==> config.mk <==
export PLATFORM = sky130hd
export DESIGN_NAME = reset_generation_and_retention
export DESIGN_NICKNAME = d
export VERILOG_FILES = /design/src/reset_gen_pkg.sv /design/src/level_sync.sv /design/src/reset_release.sv /design/src/reset_generation_and_retention.sv
export SDC_FILE = /design/constraint.sdc
export NUM_CORES = 1
export LEC_CHECK = 0
export BUFFER_PORTS_ARGS = -buffer_cell sky130_fd_sc_hd__buf_2
export CAP_MARGIN = 20
export CORE_UTILIZATION = 46
export DETAILED_ROUTE_END_ITERATION = 6
export HOLD_SLACK_MARGIN = 0.15
export PLACE_DENSITY = 0.87
export SYNTH_ARGS = -nofsm -noshare
export SYNTH_HDL_FRONTEND = slang
export SYNTH_SLANG_ARGS = --single-unit
==> constraint.sdc <==
create_clock -name sys_clk_i -period 2.7 [get_ports sys_clk_i]
set_input_delay 0.135 -clock sys_clk_i [delete_from_list [all_inputs] [get_ports sys_clk_i]]
set_output_delay 0.135 -clock sys_clk_i [all_outputs]
set_load 0.005 [all_outputs]
==> src/reset_gen_pkg.sv <==
// Constants and types shared by the reset generation block.
// Assumes a 10 MHz system clock and a one-cycle tick per slow RC period.
package reset_gen_pkg;

    localparam int unsigned   CLK_HZ          = 10_000_000;
    localparam int unsigned   HOLD_FIELD_W    = 7;
    localparam logic [6:0]    HOLD_FIELD_MAX  = 7'h7F;
    localparam int unsigned   HOLD_UNIT_SHIFT = 12;   // 4096 slow RC periods per unit
    localparam int unsigned   HOLD_CNT_W      = HOLD_FIELD_W + HOLD_UNIT_SHIFT;
    localparam real           SLOW_RC_PERIOD_US = 31.25;
    localparam int unsigned   GPIO_COUNT      = 32;
    localparam int unsigned   GPIO_IDX_W      = 5;
    localparam logic [4:0]    GPIO_IDX_NONE   = 5'h00;
    localparam logic          POL_ACTIVE_HIGH = 1'b1;
    localparam logic [31:0]   CPU_RESET_KEY   = 32'h05FA0004;

    // Cycles a generated reset stays high after its request drops
    localparam int unsigned   RELEASE_CYCLES  = 4;
    localparam int unsigned   RELEASE_CNT_W   = 3;

    localparam logic [31:0]   AON_START       = 32'h50000000;
    localparam logic [31:0]   AON_END         = 32'h50000FFF;
    localparam logic [31:0]   SYS_START       = 32'h07F40000;
    localparam logic [31:0]   SYS_END         = 32'h07F8FFFF;
    localparam logic [31:0]   RAD_START       = 32'h40000000;
    localparam logic [31:0]   RAD_END         = 32'h40007FFF;

    typedef enum logic [1:0] {
        REG_OTHER        = 2'b00,
        REG_OTP_COPY     = 2'b01,
        REG_DEBUG_FREEZE = 2'b10,
        REG_RADIO_CTRL   = 2'b11
    } reg_class_t;

    typedef enum logic [1:0] {
        SLEEP_NONE     = 2'b00,
        SLEEP_PLAIN    = 2'b01,
        SLEEP_EXTENDED = 2'b10,
        SLEEP_DEEP     = 2'b11
    } sleep_mode_t;

endpackage : reset_gen_pkg

==> src/level_sync.sv <==
// Two-flop synchroniser for one level.
// Assumes the input may change at any time relative to sys_clk_i.
`timescale 1ns/1ps
module level_sync (
    input  wire logic sys_clk_i,
    input  wire logic reset_i,
    input  wire logic async_i,
    output logic      sync_o
);
    logic stage1_ff;
    logic stage2_ff;

    // First stage feeds only the second stage
    always_ff @(posedge sys_clk_i) begin
        if (reset_i) begin
            stage1_ff <= 1'b0;
            stage2_ff <= 1'b0;
        end else begin
            stage1_ff <= async_i;
            stage2_ff <= stage1_ff;
        end
    end

    assign sync_o = stage2_ff;
endmodule : level_sync

==> src/reset_release.sv <==
// Reset output stage: follows its request at once, releases a few clocks later.
// Assumes the request is glitch free in the system clock domain.
`timescale 1ns/1ps
module reset_release (
    input  wire logic sys_clk_i,
    input  wire logic reset_i,
    input  wire logic req_i,
    output logic      rst_o
);
    logic [reset_gen_pkg::RELEASE_CNT_W-1:0] hold_ff;

    always_ff @(posedge sys_clk_i) begin
        if (reset_i || req_i) begin
            hold_ff <= reset_gen_pkg::RELEASE_CNT_W'(reset_gen_pkg::RELEASE_CYCLES);
        end else if (hold_ff != '0) begin
            hold_ff <= hold_ff - 1'b1;
        end
    end

    assign rst_o = req_i || (hold_ff != '0);
endmodule : reset_release

==> src/reset_generation_and_retention.sv <==
// Reset generation: power-on, hardware and software reset classes,
// register-group clear outputs and sleep retention lookup.
// Assumes slow_rc_tick_i pulses once per slow RC period and that all
// configuration inputs come from flops elsewhere in the always-on logic.
`timescale 1ns/1ps

// How it works
// - Reset pad high means reset asserted.
// - Low core supply raises power-on reset until supply is good.
// - Pad or selected GPIO held for the hold delay raises power-on reset.
// - Pad shorter than hold time gives hardware reset, longer gives power-on.
// - Software reset is CPU key write OR soft_reset_request bit.
// - With hwreset_after_wake set, waking from extended/deep sleep gives hardware reset.
// - Power-on or hardware reset cold boots; software reset only reboots the CPU.
// - Power-on-only group cleared only by power-on reset.
// - Second group cleared by power-on or hardware reset, not software.
// - All other registers cleared by any reset.
// - Reset pad is always a power-on source; nothing disables it.
// - Hold factor is a 7-bit field, maximum 0x7F.
// - Hold time is factor times 4096 slow RC periods.
// - Hold counter runs on slow RC; oscillator forced on when a source asserts.
// - Pad uses default oscillator trim, GPIO source uses programmed trim.
// - Monitored GPIO keeps working as a normal I/O.
// - GPIO index selects the source pin; zero disables GPIO source.
// - Polarity bit 0 is active low, 1 is active high.
// - Always-on range retained in sleep; peripheral domain not retained.
// - OTP copy registers, debug freeze and radio control register retained.
// - Counter starts on assertion, returns to zero on early release.
// - Overlapping sources keep the count going to power-on reset.
module reset_generation_and_retention (
    input  wire logic                                   sys_clk_i,
    input  wire logic                                   reset_i,
    input  wire logic                                   supply_ok_i,
    input  wire logic                                   reset_pad_i,
    input  wire logic [reset_gen_pkg::GPIO_COUNT-1:0]   gpio_pins_i,
    input  wire logic [reset_gen_pkg::GPIO_IDX_W-1:0]   gpio_source_index_i,
    input  wire logic                                   gpio_source_polarity_i,
    input  wire logic [reset_gen_pkg::HOLD_FIELD_W-1:0] power_on_hold_count_i,
    input  wire logic                                   slow_rc_tick_i,
    input  wire logic                                   slow_rc_sw_enable_i,
    input  wire logic                                   soft_reset_request_i,
    input  wire logic                                   cpu_reset_write_i,
    input  wire logic [31:0]                            cpu_reset_data_i,
    input  wire logic                                   hwreset_after_wake_i,
    input  wire logic                                   wake_i,
    input  wire reset_gen_pkg::sleep_mode_t             sleep_mode_i,
    input  wire logic [31:0]                            query_addr_i,
    input  wire reset_gen_pkg::reg_class_t              query_class_i,
    output logic                                        poweron_reset_o,
    output logic                                        hardware_reset_o,
    output logic                                        software_reset_o,
    output logic                                        cold_boot_o,
    output logic                                        cpu_reboot_only_o,
    output logic                                        clear_poweron_group_o,
    output logic                                        clear_hardware_group_o,
    output logic                                        clear_common_group_o,
    output logic                                        slow_rc_enable_o,
    output logic                                        slow_rc_use_prog_trim_o,
    output logic                                        retained_o
);

    localparam int unsigned CW = reset_gen_pkg::HOLD_CNT_W;

    // Hold threshold in slow RC periods
    function automatic logic [CW-1:0] hold_threshold(
        input logic [reset_gen_pkg::HOLD_FIELD_W-1:0] factor
    );
        return {factor, {reset_gen_pkg::HOLD_UNIT_SHIFT{1'b0}}};
    endfunction : hold_threshold

    function automatic logic in_range(input logic [31:0] a, input logic [31:0] lo,
                                      input logic [31:0] hi);
        return (a >= lo) && (a <= hi);
    endfunction : in_range

    logic                   gpio_raw;
    logic                   gpio_asserted;
    logic                   pad_s;
    logic                   gpio_s;
    logic                   src_active;
    logic                   pad_prev_ff;
    logic [CW-1:0]          hold_cnt_ff;
    logic                   por_fired_ff;
    logic                   por_fire_ff;
    logic                   hw_pulse_ff;
    logic                   wake_pulse_ff;
    logic                   sw_pulse_ff;
    logic                   cpu_key_hit;
    logic                   hold_expired;
    logic                   por_req;
    logic                   hw_req;
    logic                   sw_req;
    logic                   retained_ff;

    // index zero turns the GPIO source off; polarity select
    assign gpio_raw      = gpio_pins_i[gpio_source_index_i];
    assign gpio_asserted = (gpio_source_index_i != reset_gen_pkg::GPIO_IDX_NONE) &&
                           (gpio_raw == gpio_source_polarity_i);

    // sync pad and GPIO; pins are only observed, never driven
    level_sync u_pad_sync (
        .sys_clk_i (sys_clk_i),
        .reset_i   (reset_i),
        .async_i   (reset_pad_i),
        .sync_o    (pad_s)
    );

    level_sync u_gpio_sync (
        .sys_clk_i (sys_clk_i),
        .reset_i   (reset_i),
        .async_i   (gpio_asserted),
        .sync_o    (gpio_s)
    );

    // pad active high; pad source has no enable
    assign src_active = pad_s || gpio_s;

    // oscillator forced on while any source asserts
    assign slow_rc_enable_o = slow_rc_sw_enable_i || reset_pad_i || gpio_asserted;

    // pad keeps default trim, GPIO alone uses programmed trim
    assign slow_rc_use_prog_trim_o = gpio_s && !pad_s;

    // threshold is factor times 4096 periods
    assign hold_expired = (hold_cnt_ff >= hold_threshold(power_on_hold_count_i));

    // count while any source holds, clear on release
    always_ff @(posedge sys_clk_i) begin
        if (reset_i || !src_active) begin
            hold_cnt_ff <= '0;
        end else if (slow_rc_tick_i && !hold_expired) begin
            hold_cnt_ff <= hold_cnt_ff + 1'b1;
        end
    end

    // fire once per assertion when the hold time is reached
    always_ff @(posedge sys_clk_i) begin
        if (reset_i || !src_active) begin
            por_fired_ff <= 1'b0;
            por_fire_ff  <= 1'b0;
        end else begin
            por_fire_ff  <= hold_expired && !por_fired_ff;
            por_fired_ff <= por_fired_ff || hold_expired;
        end
    end

    // short pad pulse gives hardware reset only
    always_ff @(posedge sys_clk_i) begin
        if (reset_i) begin
            pad_prev_ff <= 1'b0;
            hw_pulse_ff <= 1'b0;
        end else begin
            pad_prev_ff <= pad_s;
            hw_pulse_ff <= pad_prev_ff && !pad_s && !por_fired_ff && !hold_expired;
        end
    end

    // wake from extended or deep sleep
    always_ff @(posedge sys_clk_i) begin
        if (reset_i) begin
            wake_pulse_ff <= 1'b0;
        end else begin
            wake_pulse_ff <= wake_i && hwreset_after_wake_i &&
                             ((sleep_mode_i == reset_gen_pkg::SLEEP_EXTENDED) ||
                              (sleep_mode_i == reset_gen_pkg::SLEEP_DEEP));
        end
    end

    // CPU key write or soft_reset_request bit
    assign cpu_key_hit = cpu_reset_write_i &&
                         (cpu_reset_data_i == reset_gen_pkg::CPU_RESET_KEY);

    always_ff @(posedge sys_clk_i) begin
        if (reset_i) begin
            sw_pulse_ff <= 1'b0;
        end else begin
            sw_pulse_ff <= cpu_key_hit || soft_reset_request_i;
        end
    end

    assign por_req = !supply_ok_i || reset_i || por_fire_ff;
    assign hw_req  = por_req || hw_pulse_ff || wake_pulse_ff;
    assign sw_req  = hw_req || sw_pulse_ff;

    reset_release u_por_rel (
        .sys_clk_i (sys_clk_i),
        .reset_i   (1'b0),
        .req_i     (por_req),
        .rst_o     (poweron_reset_o)
    );

    reset_release u_hw_rel (
        .sys_clk_i (sys_clk_i),
        .reset_i   (1'b0),
        .req_i     (hw_req),
        .rst_o     (hardware_reset_o)
    );

    reset_release u_sw_rel (
        .sys_clk_i (sys_clk_i),
        .reset_i   (1'b0),
        .req_i     (sw_req),
        .rst_o     (software_reset_o)
    );

    // cold start on power-on or hardware reset only
    assign cold_boot_o       = hardware_reset_o;
    assign cpu_reboot_only_o = software_reset_o && !hardware_reset_o;

    assign clear_poweron_group_o  = poweron_reset_o;
    assign clear_hardware_group_o = hardware_reset_o;
    assign clear_common_group_o   = software_reset_o;

    always_ff @(posedge sys_clk_i) begin
        if (reset_i) begin
            retained_ff <= 1'b0;
        end else begin
            retained_ff <= in_range(query_addr_i, reset_gen_pkg::AON_START,
                                    reset_gen_pkg::AON_END) ||
                           (in_range(query_addr_i, reset_gen_pkg::SYS_START,
                                     reset_gen_pkg::SYS_END) &&
                            ((query_class_i == reset_gen_pkg::REG_OTP_COPY) ||
                             (query_class_i == reset_gen_pkg::REG_DEBUG_FREEZE))) ||
                           (in_range(query_addr_i, reset_gen_pkg::RAD_START,
                                     reset_gen_pkg::RAD_END) &&
                            (query_class_i == reset_gen_pkg::REG_RADIO_CTRL));
        end
    end
    assign retained_o = retained_ff;
endmodule : reset_generation_and_retention

# After elaboration in Yosys (flattened, before gate mapping)
# Cells that the tools add are included.
[totals]
register_bits = 39
latch_bits = 0
mem_bits_rw = 0
romBits = 0
in_bits = 123
output_inout_bits = 11
wordCells = 80
n_memories = 0
[classes]
addsub = 4
n_mul = 0
div_mod_pow = 0
n_lt_le_gt_ge = 8
eq_ne = 7
shift = 0
n_mux = 2
bitwise_logic = 0
reduce_logical = 44
[ops]
columns = ["cell", "n"]
rows = [
  ["$ge 32x31->1 const B", 2],
  ["$le 32x31->1 const B", 2],
  ["$eq 32x27->1 const B", 1],
  ["$ge 32x27->1 const B", 1],
  ["$le 32x27->1 const B", 1],
  ["$add 19x1->19 const B", 1],
  ["$ge 19x19->1", 1],
  ["$logic_or 1x1->1", 18],
  ["$logic_and 1x1->1", 16],
  ["$reduce_bool 3->1", 3],
  ["$sub 3x1->3 const B", 3],
  ["$eq 2x2->1 const B", 4],
  ["$logic_not 1->1", 6],
  ["$lt 5x6->1 const B", 1],
  ["$bmux 1 s5", 1],
  ["$reduce_bool 5->1", 1],
  ["$eq 2x1->1 const B", 1],
  ["$eq 1x1->1", 1],
  ["$mux 1", 1],
]

# Logic depth before layout (Yosys ltp)
[logic_depth]
word_depth = 8
mapped_depth = 8
mapped_depth_nobuf = 7

# Hierarchy
# Synthesis repeated with hierarchy kept, for this count alone.
[hier_totals]
cells_unflattened = 288
hier_area_um2 = 2586.2
[modules_own_cells]
columns = ["mod", "n_inst", "cells_each", "area_each_um2", "seq_area_each_um2"]
rows = [
  ["reset_generation_and_retention", 1, 232, 1996.9, 520.5],
  ["reset_release", 3, 16, 161.4, 60.1],
  ["level_sync", 2, 4, 52.6, 40.0],
]

# Least setup slack after synthesis
# No wires, ideal clock.
[synth_timing]
path_type = "register -> register"
from = "reg hold_cnt_ff[13]"
to = "reg hold_cnt_ff[17]"
setup_ps = 72
arrival_time_ps = 1843
required_time_ps = 2628
setup_slack_ps = 785
path_stages_with_launch = 8
n_path_buf = 1
synth_period_minus_slack_ps = 1915
cell_sequence = "dfxtp_1 -> ha_1 -> nor2b_1 -> o31ai_2 -> a31oi_4 -> buf_2 -> nor4_1 -> mux2i_1"
[synth_via]
elab_chain_len = 3
word_cells_on_any_way = 4
classes_between = "1 x add/sub; 1 x order compare; 2 x reduce/logical"
[synth_lines]
columns = ["item", "line_no", "source"]
rows = [
  ["from (decl)", "reset_generation_and_retention.sv:82", "logic [CW-1:0] hold_cnt_ff;"],
  ["from (signal assigned)", "reset_generation_and_retention.sv:132", "hold_cnt_ff <= hold_cnt_ff + 1'b1;"],
  ["$ge 19x19->1", "reset_generation_and_retention.sv:125", "assign hold_expired = (hold_cnt_ff >= hold_threshold(power_on_hold_count_i));"],
  ["$logic_not 1->1", "reset_generation_and_retention.sv:131", "end else if (slow_rc_tick_i && !hold_expired) begin"],
  ["$logic_and 1x1->1", "reset_generation_and_retention.sv:131", ""],
]
# Parallel ways exist; a longest one is shown, timed or not.
# A chain may end at the register's enable or synchronous reset.

# Worst setup path in the final report
[layout_timing]
from = "reg hold_cnt_ff[13]"
to = "reg hold_cnt_ff[16]"
# The elaborated chain is that of the path after synthesis.

==> impl_summary.md <==
Drt
The average detailed-routed wire length per instance is 13.1 µm. The vias per cell is 5.51. For this run, design rule violations remaining after detail routing come to 0. The remaining antenna violation count after routing is 0.

Before antenna repair, the detailed router went through 4 iterations. The routed metal-1 wire length is approximately 2600 µm. The uppermost layer routed is met4. The detailed route wirelength on metal2 is about 3500 µm. The total via count after detailed routing is 2,742. Detailed routing placed a total of 305 µm of wire on met3. The detailed-route wire length is 6540 µm. In this run, the number of DRC markers left after iteration 0 of detailed routing was 179.

Critical path
The kind of end point of the critical path is a flip-flop. The path depth of the worst reg2reg path is 6. The number of buffers and inverters on the critical path is 0. On the worst path, the slowest cell contributes a delay of about 600 ps.

The slowest stage of the critical path is the sky130_fd_sc_hd__or4_1 cell. The signal on the critical path passes through ha_1 > nor2b_1 > o31ai_2 > a31oi_4 > or4_1 > a21oi_1. The worst setup path is launched from a flip-flop. The startpoint identified for the worst register-to-register timing path is hold_cnt_ff[13]$_SDFFE_PP0P_. The required time at the endpoint of the critical path is 2930 ps. The data arrival time of the critical path is 2540 ps. The reg-to-reg setup timing slack is slightly below 400 ps.

The largest fanout of any net on the critical path is 28. The end of the worst register-to-register path is hold_cnt_ff[16]$_SDFFE_PP0P_. The family with the most delay on the worst path is compound AO/OA/AOI/OAI gates.

The kind of critical path is reg2reg.

Clock network
Clock tree synthesis inserted a total of 5 buffers. The clock tree from TritonCTS is done. The total of cells resized after clock tree synthesis is 0. The clock slew at the register clock pins of the worst setup and hold paths is 80 ps. The count of clock tree sinks is 39.

Hold repair after CTS inserted 7 buffers. The H-tree generated during clock tree synthesis spans 2 levels. The total setup buffers inserted after CTS is 0. The clock latency of the later-clocked register in the worst-skew pair is 300 ps. The maximum buffer depth of the clock tree is 2.

The cell at the root of the clock tree is sky130_fd_sc_hd__clkbuf_8.

Global routing
The number of global-route vias before repair is 2,532. The initial antenna violation count is 0. The total overflow left after global routing is 0. For this run, the total global-route usage over all layers was measured as 22.1%. The first global-routing pass estimated between 10,000 and 15,000 µm of wire. The pin count of the biggest net entering global routing is 29.

Logic synthesis
The most used flip-flop cell after synthesis is sky130_fd_sc_hd__dfxtp_1. Counting every net in the synthesized netlist gives about 440. In this run the cell area of the synthesized design comes to roughly 2700 µm².

Counting flops with an async set or reset pin after synthesis yields a share of 0%. The synthesized netlist cell count is just over 300. The synthesized flop and latch total is 39. The netlist uses 56 different library cells.

Averaged over all synthesized cells, the footprint is 8.70 µm². For this run, the number of Yosys warnings is 0. Yosys mapped a number of flops with a built-in enable equal to 0. Summing the sequential cell areas from Yosys gives between 20 and 30% of the chip area.

Power and ir drop
The part of the total power dissipated in sequential elements is 44.8%. Summed over all cells, the static leakage comes to 1.46 nW. The share of power burned in the clock network is 36.3%. For this design the total switching power over the nets is 0.334 mW. The switching share of power is 25.0%.

Power spread over the standard cell area amounts to roughly 400 nW/µm². The total internal power is 1.01 mW. The maximum resistive drop on vdd is 0.236 mV.

The proportion of power drawn by combinational gates is 18.9%.

Timing
Counting I/O delays and the setup requirement, the final critical path takes between 2000 and 2500 ps. The worst-margin pin slew is 697 ps. Hold is met by 167 ps. Summed over all failing endpoints, the final setup total negative slack is 0 ps. Dividing the final minimum period by the clock period gives 85.4%.

The maximum clock frequency is approximately 0.43 GHz. The final number of setup-violating endpoints is 0. Measured against its own limit, the worst slew margin works out to 53.5%.

The count of final hold-check violations was 0. Setup repair after global routing left no endpoint under its margin. Across the routed clock network, the largest skew measured is roughly 5.7 ps. The final count of pins violating max slew is 0.

Min path
The type of the most critical hold path is in2reg. The launch instance of the worst min-delay path is reset_i. The path with the worst hold slack has its endpoint at sw_pulse_ff$_SDFF_PP0_.

The worst hold path passes through 2 cells.

Final layout
The net count of the finished layout is 564. The post-route netlist has 34.3% of its cells at a drive strength greater than 1. The post-route cell area is 3440 µm². The library cells used most frequently in the layout, excluding fill and tap cells, are sky130_fd_sc_hd__buf_2, sky130_fd_sc_hd__dfxtp_1, sky130_fd_sc_hd__inv_1.

Counting the fill cells in the layout gives a little under 500. The area growth from synthesis to layout is 29.6%. The most common cell after layout, fill and taps aside is sky130_fd_sc_hd__buf_2. The repair_antennas step left the layout with diodes totalling 0.

Placement
The post-placement cell area is ~3300 µm². The count of buffers added on input and output ports is 120. After legalization and detailed placement, the total HPWL measured 5110 µm. At the end of routability-driven placement, the weighted congestion stood at 0.873.

Outcome
The run finished with clean final reports.

Floorplanning
The initial utilization of the core area, before any placement, comes to 47.9%. The number of primary I/O pins is 134. The die is 77.9 µm tall. The floorplan step defined a die boundary enclosing 6070 µm². The die is just under 80 µm wide. The floorplan step defined a core boundary enclosing 5540 µm². The site row count is 27.

Flow run
The max-capacitance violation count is 0.
-- worst reg2reg max path, stage by stage, from the launching register on --
cell and delay [ps]:
sky130_fd_sc_hd__dfxtp_1 420, sky130_fd_sc_hd__ha_1 270, sky130_fd_sc_hd__nor2b_1 140, sky130_fd_sc_hd__o31ai_2 310, sky130_fd_sc_hd__a31oi_4 350, sky130_fd_sc_hd__or4_1 600
sky130_fd_sc_hd__a21oi_1 150
-- worst max-delay path by stage --
stage / from / endpoint / cells past startpoint
finish: hold_cnt_ff[13]$_SDFFE_PP0P_ / hold_cnt_ff[16]$_SDFFE_PP0P_ / 6
global route: hold_cnt_ff[13]$_SDFFE_PP0P_ / hold_cnt_ff[10]$_SDFFE_PP0P_ / 6
CTS: hold_cnt_ff[13]$_SDFFE_PP0P_ / hold_cnt_ff[6]$_SDFFE_PP0P_ / 6
detailed placement: hold_cnt_ff[13]$_SDFFE_PP0P_ / hold_cnt_ff[16]$_SDFFE_PP0P_ / 6
global placement: hold_cnt_ff[15]$_SDFFE_PP0P_ / hold_cnt_ff[1]$_SDFFE_PP0P_ / 6
floorplan: hold_cnt_ff[13]$_SDFFE_PP0P_ / hold_cnt_ff[17]$_SDFFE_PP0P_ / 7
-- power by group through the flow --
| stage | sequential [mW] | clock (mW) | combinational, mW |
|---|---|---|---|
| 3_3_place_gp | 0.613 | 0 | 0.239 |
| 3_5_place_dp | 0.614 | 0 | 0.249 |
| 6_report | 0.601 | 0.486 | 0.253 |
| 2_1_floorplan | 0.612 | 0 | 0.144 |
| 4_1_cts | 0.601 | 0.493 | 0.255 |
| 5_1_grt | 0.603 | 0.527 | 0.282 |
-- cell usage after synthesis (all sizes together), types with 3 or more instances --
cell / n / share of area [%]
a211oi: 4 / 1.1
a21oi: 17 / 3.3
a31oi: 4 / 1.5
and2: 3 / 0.71
and3: 5 / 1.2
buf: 10 / 2.7
clkbuf: 4 / 0.57
dfxtp: 39 / 29
ha: 16 / 7.5
inv: 23 / 3.3
mux2: 3 / 1.3
mux2i: 15 / 5.7
mux4: 4 / 3.5
nand2: 12 / 1.7
nand2b: 3 / 0.71
nand3: 12 / 2.3
nand3b: 3 / 0.85
nand4: 11 / 2.6
nand4b: 4 / 1.3
nor2: 21 / 3.0
nor2b: 10 / 2.6
nor3: 10 / 2.1
nor4: 7 / 1.7
nor4b: 5 / 1.7
o21ai: 7 / 1.3
o31ai: 7 / 2.2
o41ai: 3 / 0.99
or3: 11 / 2.8
or4: 8 / 2.4
xnor2: 4 / 1.3
-- cell families (layout without fill, tap and decap cells) --
logic type               Yosys count  in the layout  synth area share [%]
buffers and inverters             37            158                  6.56
AND/OR/NAND/NOR                  136            136                  31.2
flip-flops                        39             39                  29.4
AO/OA/AOI/OAI                     51             51                  13.4
multiplexers                      22             22                  10.5
XOR/XNOR                           4              4                  1.32
adder cells (fa/ha/maj)           16             16                  7.55
-- area by class of cell --
class | count | area [µm²] | area share [%]
multi-input cells | 229 | 1700 | 49.4
flip-flops and latches | 39 | 781 | 22.7
repair buffers | 127 | 671 | 19.5
well taps | 72 | 90.1 | 2.62
inverters | 23 | 86.3 | 2.51
clock buffers | 5 | 68.8 | 2.00
clock inverters | 3 | 43.8 | 1.27
-- registers in the layout, indices dropped and copies added (netlist names) --
register	cells
por_fire_ff	1
u_sw_rel.hold_ff	3
hw_pulse_ff	1
wake_pulse_ff	1
u_gpio_sync.stage1_ff	1
u_gpio_sync.sync_o	1
pad_prev_ff	1
por_fired_ff	1
sw_pulse_ff	1
u_por_rel.hold_ff	3
u_pad_sync.stage1_ff	1
u_pad_sync.sync_o	1
u_hw_rel.hold_ff	3
hold_cnt_ff	19
retained_o	1
-- metal layers --
metal	up-vias	GRT usage (%)
met4	0	8.70
met1	1238	24.1
met5	-	0
met3	12	4.24
li1	1383	-
met2	109	41.7
-- through the flow --
| stage | utilization, % | power [mW] | std cells | worst slack [ps] |
|---|---|---|---|---|
| 3_5_place_dp | 58.8 | 0.863 | 483 | 442 |
| 4_1_cts | 62.1 | 1.35 | 498 | 391 |
| 3_3_place_gp | 58.8 | 0.852 | 483 | 512 |
| 2_1_floorplan | - | 0.756 | 305 | 785 |
| 6_report | 62.1 | 1.34 | 498 | 393 |
| 5_1_grt | 62.1 | 1.41 | 498 | 200 |
Power figures use the tool's default switching activity.
